`config.mk`:
```
export PLATFORM = sky130hd
export DESIGN_NAME = mpmux_top
export DESIGN_NICKNAME = d
export VERILOG_FILES = /design/src/mpmux_top.v /design/src/mpmux_hostport.v
export VERILOG_INCLUDE_DIRS = /design/src
export SDC_FILE = /design/constraint.sdc
export NUM_CORES = 1
export LEC_CHECK = 0
export BUFFER_PORTS_ARGS = -buffer_cell sky130_fd_sc_hd__buf_2
export CAP_MARGIN = 25
export CORE_MARGIN = 2
export CORE_UTILIZATION = 41
export CTS_BUF_LIST = sky130_fd_sc_hd__clkbuf_16
export CTS_CLUSTER_SIZE = 8
export DETAILED_ROUTE_END_ITERATION = 8
export MAX_ROUTING_LAYER = met4
export PLACE_DENSITY_LB_ADDON = 0.05
export RECOVER_POWER = 25
export SYNTH_ARGS = -nofsm -noshare
export SYNTH_HDL_FRONTEND = slang
export SYNTH_SLANG_ARGS = --single-unit
```
`constraint.sdc`:
```
create_clock -name I_CORE_CLK -period 5.65 [get_ports I_CORE_CLK]
set_input_delay 0.2825 -clock I_CORE_CLK [delete_from_list [all_inputs] [get_ports I_CORE_CLK]]
set_output_delay 0.2825 -clock I_CORE_CLK [all_outputs]
set_load 0.005 [all_outputs]
```
`src/mpmux_defines.vh`:
```
// Behaviour
// - Mode strap caught in reset, then fixed.
// - Strap low selects full memory mode.
// - Strap high selects host port mode.
// - Full mode drives fourteen external address lines.
// - Full mode 24-bit data; byte address high.
// - Host mode has 16-bit shared address/data bus.
// - Host mode keeps lowest address, upper data.
// - Open-drain acknowledge, behaviour set by strap.
// - Each shared pin carries only current mode.
// - Host reaches on-chip memory without processor.
// - Byte port reaches four megabytes both ways in full mode; host mode addresses with only A0 and the top eight data lines.
// - Program and data buses share external buses.
// - Programmable wait states on byte, I/O spaces.
`ifndef MPMUX_DEFINES_VH
`define MPMUX_DEFINES_VH

// Operating modes as read from the strap.
`define MPM_MODE_FULL 1'b0
`define MPM_MODE_HOST 1'b1

// Acknowledge behaviour as read from the second strap.
`define MPM_ACK_LEVEL 1'b0
`define MPM_ACK_PULSE 1'b1

// External access spaces.
`define MPM_SPACE_PROG 2'h0
`define MPM_SPACE_DATA 2'h1
`define MPM_SPACE_BYTE 2'h2
`define MPM_SPACE_IO 2'h3

// Host port memory space select bit values.
`define MPM_HSPACE_PROG 1'b0
`define MPM_HSPACE_DATA 1'b1

// Data pin positions that carry host port signals in host mode.
`define MPM_PIN_ACK 3
`define MPM_PIN_SEL 4
`define MPM_PIN_ALE 5
`define MPM_PIN_RD 6
`define MPM_PIN_WR 7

// Host bus split: low part on address pins 13:1, top part on data pins 2:0.
`define MPM_IAD_LO_MSB 12
`define MPM_IAD_HI_LSB 13
`define MPM_IAD_SPACE_BIT 14

// Byte address high part sits on the top eight data lines.
`define MPM_BYTE_HI_LSB 16

// Wait counter reload for single-cycle spaces.
`define MPM_NO_WAIT 0

`endif

```
`src/mpmux_top.v`:
```
`include "mpmux_defines.vh"

module mpmux_top #(
    parameter WAIT_W = 4
) (
    input wire I_CORE_CLK,
    input wire I_RESET,
    input wire i_MODE_STRAP,
    input wire i_ACK_CFG_STRAP,
    input wire i_XREQ,
    input wire i_XWRITE,
    input wire [1:0] i_XSPACE,
    input wire [13:0] i_XADDR,
    input wire [7:0] i_XBYTE_HI,
    input wire [23:0] i_XWDATA,
    input wire [WAIT_W-1:0] i_WAIT_STATES,
    output wire o_XBUSY,
    output reg o_XDONE,
    output reg [23:0] o_XRDATA,
    output wire o_HOST_MODE,
    input wire [13:0] i_ADDR_PIN,
    output wire [13:0] o_ADDR_PIN,
    output wire [13:0] o_ADDR_PIN_OE_N,
    input wire [23:0] i_DATA_PIN,
    output wire [23:0] o_DATA_PIN,
    output wire [23:0] o_DATA_PIN_OE_N,
    output wire o_PROGRAM_MEM_SELECT_N,
    output wire o_DATA_MEM_SELECT_N,
    output wire o_BYTE_MEM_SELECT_N,
    output wire o_IO_SPACE_SELECT_N,
    output wire o_COMBINED_MEM_SELECT_N,
    output wire o_RD_N,
    output wire o_WR_N,
    output wire o_IMEM_REQ,
    output wire o_IMEM_WE,
    output wire o_IMEM_SPACE,
    output wire [13:0] o_IMEM_ADDR,
    output wire [15:0] o_IMEM_WDATA,
    input wire [15:0] i_IMEM_RDATA,
    input wire i_IMEM_READY
);
    // External access states.
    localparam ST_IDLE = 1'b0;
    localparam ST_ACCESS = 1'b1;

    reg mode; // Latched operating mode.
    reg ack_mode; // Latched acknowledge behaviour.
    reg state; // External access state.
    reg [WAIT_W-1:0] wait_cnt; // Remaining wait states.
    reg acc_write; // Access direction.
    reg [1:0] acc_space; // Space of the access in flight.
    reg [13:0] acc_addr; // Registered external address.
    reg [7:0] acc_byte_hi; // Registered byte address high part.
    reg [23:0] acc_wdata; // Registered write data.
    reg [23:0] next_rdata; // Read word assembled from the pins.
    wire host_mode; // High in host mode.
    wire is_byte; // Byte space access in flight.
    wire active; // Strobes asserted.
    wire [15:0] iad_in; // Host bus as seen on the shared pins.
    wire [15:0] iad_out; // Word the host port returns.
    wire iad_drive; // Host port drives the bus.
    wire ack; // Acknowledge asserted.
    reg [13:0] addr_out; // Address pin values.
    reg [13:0] addr_oe_n; // Address pin enables.
    reg [23:0] data_out; // Data pin values.
    reg [23:0] data_oe_n; // Data pin enables.

    // Returns true when the access in flight targets the given space.
    function sel_hit;
        input act;
        input [1:0] space;
        input [1:0] code;
        begin
            sel_hit = act & (space == code);
        end
    endfunction

    // Straps are caught by the clock while reset is held; no async reset here,
    // since an async reset may only load a constant and the strap is a level.
    always @(posedge I_CORE_CLK) begin
        if (I_RESET) begin
            mode <= i_MODE_STRAP;
            ack_mode <= i_ACK_CFG_STRAP;
        end
    end

    assign host_mode = (mode == `MPM_MODE_HOST);
    assign o_HOST_MODE = host_mode & ~I_RESET;
    assign is_byte = (acc_space == `MPM_SPACE_BYTE);
    assign active = (state == ST_ACCESS);
    assign o_XBUSY = active;

    // Selects and strobes; in host mode outside logic decodes peripherals from these and the lowest line.
    assign o_PROGRAM_MEM_SELECT_N = ~sel_hit(active, acc_space, `MPM_SPACE_PROG);
    assign o_DATA_MEM_SELECT_N = ~sel_hit(active, acc_space, `MPM_SPACE_DATA);
    assign o_BYTE_MEM_SELECT_N = ~sel_hit(active, acc_space, `MPM_SPACE_BYTE);
    assign o_IO_SPACE_SELECT_N = ~sel_hit(active, acc_space, `MPM_SPACE_IO);
    // The combined select covers every space but byte memory.
    assign o_COMBINED_MEM_SELECT_N = ~(active & ~is_byte);
    assign o_RD_N = ~(active & ~acc_write);
    assign o_WR_N = ~(active & acc_write);

    // Host port signals sit on the shared pins only in host mode.
    assign iad_in = {i_DATA_PIN[2:0], i_ADDR_PIN[13:1]};

    // Core access sequencer: one strobe cycle plus wait states on slow spaces.
    always @(posedge I_CORE_CLK or posedge I_RESET) begin
        if (I_RESET) begin
            state <= ST_IDLE;
            wait_cnt <= {WAIT_W{1'b0}};
            acc_write <= 1'b0;
            acc_space <= `MPM_SPACE_PROG;
            acc_addr <= {14{1'b0}};
            acc_byte_hi <= {8{1'b0}};
            acc_wdata <= {24{1'b0}};
            o_XDONE <= 1'b0;
            o_XRDATA <= {24{1'b0}};
        end else begin
            o_XDONE <= 1'b0;
            case (state)
                ST_IDLE: begin
                    // Requests while busy are not taken; the source watches the busy flag.
                    if (i_XREQ) begin
                        acc_write <= i_XWRITE;
                        acc_space <= i_XSPACE;
                        acc_addr <= i_XADDR;
                        acc_byte_hi <= i_XBYTE_HI;
                        acc_wdata <= i_XWDATA;
                        if ((i_XSPACE == `MPM_SPACE_BYTE) || (i_XSPACE == `MPM_SPACE_IO)) begin
                            wait_cnt <= i_WAIT_STATES;
                        end else begin
                            // Fast spaces finish in the first strobe cycle.
                            wait_cnt <= {WAIT_W{1'b0}};
                        end
                        state <= ST_ACCESS;
                    end
                end
                ST_ACCESS: begin
                    if (wait_cnt == {WAIT_W{1'b0}}) begin
                        if (!acc_write) begin
                            o_XRDATA <= next_rdata;
                        end
                        o_XDONE <= 1'b1;
                        state <= ST_IDLE;
                    end else begin
                        wait_cnt <= wait_cnt - 1'b1;
                    end
                end
                default: begin
                    state <= ST_IDLE;
                end
            endcase
        end
    end

    // Read word from the pins; host mode only has the upper sixteen lines.
    always @* begin
        next_rdata = {24{1'b0}};
        if (!host_mode) begin
            if (is_byte) begin
                next_rdata[7:0] = i_DATA_PIN[7:0];
            end else begin
                next_rdata = i_DATA_PIN;
            end
        end else begin
            if (is_byte) begin
                next_rdata[7:0] = i_DATA_PIN[15:8];
            end else begin
                next_rdata[23:8] = i_DATA_PIN[23:8];
            end
        end
    end

    // Pin multiplexer: every shared pin takes one function, the other stays idle.
    always @* begin
        addr_out = {14{1'b0}};
        addr_oe_n = {14{1'b1}};
        data_out = {24{1'b0}};
        data_oe_n = {24{1'b1}};
        if (I_RESET) begin
            // All shared pins float until reset is released.
            addr_oe_n = {14{1'b1}};
            data_oe_n = {24{1'b1}};
        end else if (!host_mode) begin
            addr_out = acc_addr;
            addr_oe_n = {14{1'b0}};
            if (active & is_byte) begin
                // Top lines carry byte address bits for a 4 MB reach.
                data_out[23:16] = acc_byte_hi;
                data_oe_n[23:16] = {8{1'b0}};
                if (acc_write) begin
                    data_out[7:0] = acc_wdata[7:0];
                    data_oe_n[7:0] = {8{1'b0}};
                end
            end else if (active & acc_write) begin
                data_out = acc_wdata;
                data_oe_n = {24{1'b0}};
            end
        end else begin
            addr_out[0] = acc_addr[0];
            addr_oe_n[0] = 1'b0;
            if (iad_drive) begin
                addr_out[13:1] = iad_out[`MPM_IAD_LO_MSB:0];
                addr_oe_n[13:1] = {13{1'b0}};
                data_out[2:0] = iad_out[15:`MPM_IAD_HI_LSB];
                data_oe_n[2:0] = {3{1'b0}};
            end
            // Open drain: pulls low when asserted, floats otherwise.
            data_out[`MPM_PIN_ACK] = 1'b0;
            data_oe_n[`MPM_PIN_ACK] = ~ack;
            if (active & is_byte) begin
                data_out[23:16] = acc_byte_hi;
                data_oe_n[23:16] = {8{1'b0}};
                if (acc_write) begin
                    data_out[15:8] = acc_wdata[7:0];
                    data_oe_n[15:8] = {8{1'b0}};
                end
            end else if (active & acc_write) begin
                data_out[23:8] = acc_wdata[23:8];
                data_oe_n[23:8] = {16{1'b0}};
            end
        end
    end

    assign o_ADDR_PIN = addr_out;
    assign o_ADDR_PIN_OE_N = addr_oe_n;
    assign o_DATA_PIN = data_out;
    assign o_DATA_PIN_OE_N = data_oe_n;

    // Host port engine; disabled in full memory mode so its strobes are ignored.
    mpmux_hostport #(
        .ADDR_W(14),
        .DATA_W(16)
    ) u_hostport (
        .i_clk(I_CORE_CLK),
        .i_rst(I_RESET),
        .i_enable(host_mode),
        .i_ack_mode(ack_mode),
        .i_iad(iad_in),
        .i_sel_n(i_DATA_PIN[`MPM_PIN_SEL]),
        .i_ale(i_DATA_PIN[`MPM_PIN_ALE]),
        .i_rd_n(i_DATA_PIN[`MPM_PIN_RD]),
        .i_wr_n(i_DATA_PIN[`MPM_PIN_WR]),
        .o_iad(iad_out),
        .o_iad_drive(iad_drive),
        .o_ack(ack),
        .o_mem_req(o_IMEM_REQ),
        .o_mem_we(o_IMEM_WE),
        .o_mem_space(o_IMEM_SPACE),
        .o_mem_addr(o_IMEM_ADDR),
        .o_mem_wdata(o_IMEM_WDATA),
        .i_mem_rdata(i_IMEM_RDATA),
        .i_mem_ready(i_IMEM_READY)
    );
endmodule // mpmux_top

```
`src/mpmux_hostport.v`:
```
`include "mpmux_defines.vh"

module mpmux_hostport #(
    parameter ADDR_W = 14,
    parameter DATA_W = 16
) (
    input wire i_clk,
    input wire i_rst,
    input wire i_enable,
    input wire i_ack_mode,
    input wire [DATA_W-1:0] i_iad,
    input wire i_sel_n,
    input wire i_ale,
    input wire i_rd_n,
    input wire i_wr_n,
    output wire [DATA_W-1:0] o_iad,
    output wire o_iad_drive,
    output wire o_ack,
    output wire o_mem_req,
    output reg o_mem_we,
    output reg o_mem_space,
    output reg [ADDR_W-1:0] o_mem_addr,
    output reg [DATA_W-1:0] o_mem_wdata,
    input wire [DATA_W-1:0] i_mem_rdata,
    input wire i_mem_ready
);
    // Port states.
    localparam ST_IDLE = 2'b00;
    localparam ST_READ = 2'b01;
    localparam ST_WRITE = 2'b10;

    reg [1:0] state; // Current port state.
    reg rd_q; // Read strobe one cycle ago.
    reg wr_q; // Write strobe one cycle ago.
    reg [DATA_W-1:0] rdata; // Last word fetched from memory.
    reg ack_pulse; // One-cycle completion pulse.
    wire rd_fall; // Start of a host read.
    wire wr_rise; // End of a host write, data is stable here.

    // The host strobes are synchronous, so a single delay stage is enough for edges.
    assign rd_fall = i_enable & ~i_sel_n & ~i_rd_n & rd_q;
    assign wr_rise = i_enable & ~i_sel_n & i_wr_n & ~wr_q;
    assign o_mem_req = (state != ST_IDLE);

    // Drive the bus only while the host reads and the word is ready.
    assign o_iad = rdata;
    assign o_iad_drive = i_enable & ~i_sel_n & ~i_rd_n & (state == ST_IDLE) & ~rd_q;

    // Level style acknowledges readiness; pulse style marks each completion.
    assign o_ack = i_enable & ((i_ack_mode == `MPM_ACK_PULSE) ? ack_pulse : (~i_sel_n & (state == ST_IDLE)));

    // Strobe history, address latch and transfer sequencing.
    always @(posedge i_clk or posedge i_rst) begin
        if (i_rst) begin
            state <= ST_IDLE;
            rd_q <= 1'b1;
            wr_q <= 1'b1;
            rdata <= {DATA_W{1'b0}};
            ack_pulse <= 1'b0;
            o_mem_we <= 1'b0;
            o_mem_space <= `MPM_HSPACE_PROG;
            o_mem_addr <= {ADDR_W{1'b0}};
            o_mem_wdata <= {DATA_W{1'b0}};
        end else begin
            rd_q <= i_rd_n;
            wr_q <= i_wr_n;
            ack_pulse <= 1'b0;
            case (state)
                ST_IDLE: begin
                    // Strobes while busy are ignored; the host waits on the acknowledge.
                    if (i_enable & ~i_sel_n & i_ale) begin
                        o_mem_addr <= i_iad[ADDR_W-1:0];
                        o_mem_space <= i_iad[`MPM_IAD_SPACE_BIT];
                    end else if (rd_fall) begin
                        o_mem_we <= 1'b0;
                        state <= ST_READ;
                    end else if (wr_rise) begin
                        o_mem_we <= 1'b1;
                        o_mem_wdata <= i_iad;
                        state <= ST_WRITE;
                    end
                end
                ST_READ: begin
                    // Memory answers without the processor taking part.
                    if (i_mem_ready) begin
                        rdata <= i_mem_rdata;
                        o_mem_addr <= o_mem_addr + 1'b1;
                        ack_pulse <= 1'b1;
                        state <= ST_IDLE;
                    end
                end
                ST_WRITE: begin
                    // Address advances so a block moves with one latch.
                    if (i_mem_ready) begin
                        o_mem_we <= 1'b0;
                        o_mem_addr <= o_mem_addr + 1'b1;
                        ack_pulse <= 1'b1;
                        state <= ST_IDLE;
                    end
                end
                default: begin
                    state <= ST_IDLE;
                end
            endcase
        end
    end
endmodule // mpmux_hostport

```
==> impl_metrics.toml <==
[floorplan]
io_pins = 256
die_width_um = 132.4
dieHeight_um = 132.4
initial_core_util_pct = 42.22
rows = 46
core-area_sq_um = 16000
dieArea_sq_um = 17520

[synthesis]
synth_cells = 626
synth.avg_cell_area_sq_um = 10.79
yosysWarnings = 0
synthArstFlopShare_pct = 98.51
synth_edf_count = 2
synth_flop_cell = "dfrtp_1"
ys_seq_area_share_pct = 49.82
synth_nets = 745
synth_seq_cells = 134
yosysUniqueCellTypes = 56
syn_area_sq_um = 6755

[layout]
layout-drive-gt1-share_pct = 44.56
nets = 961
layout.cells.most_common = "buf_2"
area_growth_pct = 27.89
fin_area_sq_um = 8640
fillers = 1557
final_cell_mix = "buf_2, dfrtp_1, nand2_1"

[global_route]
grt_start_max_net_pins = 71
grt_pass1_vias = 5567
grt_usage_pct = 21.02
overflow = 0
antenna_found_initial = 1
grt_pass1_wl_mm = 28.50

[cts]
worst_skew_pair.late_latency_ns = 0.42
cts_resized = 0
cts_sinks = 134
root_buffer = "clkbuf_16"
clock_path_buffers = 2
cts_buffers = 17
cts_tree = "built"
path_clk_slew_ns = 0.06
cts.htree.levels = 4
cts_setup_buffers = 0

[critical_path]
crit_fanout = 19
end_kind = "output pin"
crit_chain = "nand2_1 > nor2_1 > o21ai_0 > buf_2"
required_ns = 5.37
slowest_stage = "nor2_1"
arrival_ns = 3.17
path_class = "reg -> out"
crit_path_start_kind = "flop"
critPathMaxStageDelay_ns = 0.82

[timing]
rsz0062_at_grt = "no"
relSlewSlack_pct = 33.56
drv_slew = 0
setup_tns_ns = 0
finalSetupViolCount = 0
worstMarginPinSlew_ns = 0.9930
holdWs_ns = 0.02940
fin_crit_ns = 3.451
hold_viol_final = 0
max_freq_mhz = 289.7
period_share_pct = 61.08
final.setup_skew_ns = 0.01060

[routing]
wl_mm = 17.96
drc = 0
initialDrtViolationCount = 252
vias = 5444
vias_per_cell = 5.078
wl_per_cell_um = 16.75
dr.pass1.iters = 4
ant_nets = 0

[worst_hold_path]
hp-class = "in -> reg"

[power_and_ir_drop]
p_leak_nw = 4.280
comb_power_share_pct = 36.8
p_int_mw = 3.085
ir_worst_vdd_uv = 238.6
power.share.clock_pct = 26.2
p_sw_mw = 1.617
p_sw_share_pct = 34.38
finalPower_mw = 4.702
seqPwrFrac_pct = 37.0
pwr_density_cell_nw_per_um2 = 544.2

[place]
gp_congestion = 0.7791
numPortBuffers = 254
place_area_sq_um = 7956
dp_hpwl_mm = 12.75

[flow_run]
drv_cap = 0

[status]
run_status = "finished clean"
==> cells by family after synthesis <==
logic type | synth area share (%)
and+or+nand+nor | 15.21
DFF | 49.82
muxes | 19.26
AOI/OAI and AO/OA | 7.853
buffers and inverters | 6.742
adders and majority gates | 1.111
==> area by class of cell <==
cell class                      instances  area (sq um)  area share [%]
Sequential cell                       134          3366           38.96
Antenna cell                            1         2.502         0.02896
Clock inverter                         15         227.7           2.636
Clock buffer                           17         425.4           4.924
Timing Repair Buffer                  263          1364           15.79
Multi-Input combinational cell        416          2942           34.05
Tap cell                              216         270.3           3.128
Inverter                               10         42.54          0.4924
==> timing repair <==
action,in CTS,in global routing
hold buffers,2,0
endpoints found under the hold margin,2,0
setup endpoints to repair,0,0
==> worst max-delay path, delay by kind of cell (launching register included) <==
kind,cells,cell delay (ns)
AND/OR/NAND/NOR,2,1.14
flip-flops,1,0.76
AO/OA/AOI/OAI,1,0.56
buffers and inverters,1,0.28
==> worst paths after layout <==
| check | cells after the start | startpoint | slack, ns | to |
|---|---|---|---|---|
| worst max-delay path | 4 | o_XBUSY | 2.20 | o_DATA_PIN_OE_N[14] |
| worst min-delay path | 1 | i_ACK_CFG_STRAP | 0.03 | ack_mode |
| worst max register to register | 5 | host_mode | 3.21 | u_hostport.o_mem_addr[11] |
| worst min register to register | 2 | o_XRDATA[7] | 0.48 | o_XRDATA[7] |
| max in group asynchronous | 4 | I_RESET | 3.97 | u_hostport.wr_q |
| min in group asynchronous | 2 | I_RESET | 0.18 | acc_wdata[1] |
==> stage by stage <==
| step | util (%) | worst slack, ns | cells |
|---|---|---|---|
| floorplan | - | 1.031 | 626 |
| global placement | 49.55 | 2.678 | 1035 |
| detailed placement | 49.73 | 2.601 | 1036 |
| CTS | 53.93 | 2.141 | 1070 |
| global route | 54.00 | 1.921 | 1072 |
| finish | 54.00 | 2.199 | 1072 |
==> layer usage <==
metal	vias to the layer above	track usage, %	part of all wire [%]
met5	-	-	0
met4	0	7.288	1.2
met3	19	6.036	6.8
met2	189	33.71	49
met1	2640	25.43	43
li1	2596	-	-
==> synthesized netlist by cell type, types with 4 or more instances <==
library cell	count	area share, %
a21oi_1	18	1.3
a311oi_1	4	0.52
a31oi_1	10	0.93
and2_1	6	0.56
and3_1	4	0.37
buf_2	19	1.4
buf_4	37	4.1
clkbuf_1	8	0.44
dfrtp_1	130	48
ha_1	6	1.1
inv_1	9	0.50
mux2_1	4	0.67
mux2_2	72	12
mux2_4	9	2.0
mux2i_1	31	4.6
nand2_1	85	4.7
nand2b_1	4	0.37
nand3_1	10	0.74
nor2_1	41	2.3
nor2b_1	15	1.4
nor3_1	11	0.81
nor4b_1	7	0.91
o21ai_0	33	2.4
o21ai_1	5	0.37
o22ai_1	4	0.37
==> state kept, by name, summed over array words and instances, names as in the netlist, 2 cells and up <==
register,count
acc_wdata,24
o_XRDATA,24
u_hostport.o_iad,16
u_hostport.o_mem_wdata,16
acc_addr,14
u_hostport.o_mem_addr,14
acc_byte_hi,8
wait_cnt,4
acc_space,2
u_hostport.state,2
==> power by group through the flow <==
stage	clock network (mW)	logic [mW]	registers, mW
floorplan	0	1.21	1.68
global placement	0	1.70	1.73
detailed placement	0	1.75	1.76
CTS	1.26	1.76	1.74
global route	1.30	1.93	1.81
finish	1.23	1.73	1.74
Note: power is estimated with default switching activity, not from simulation.
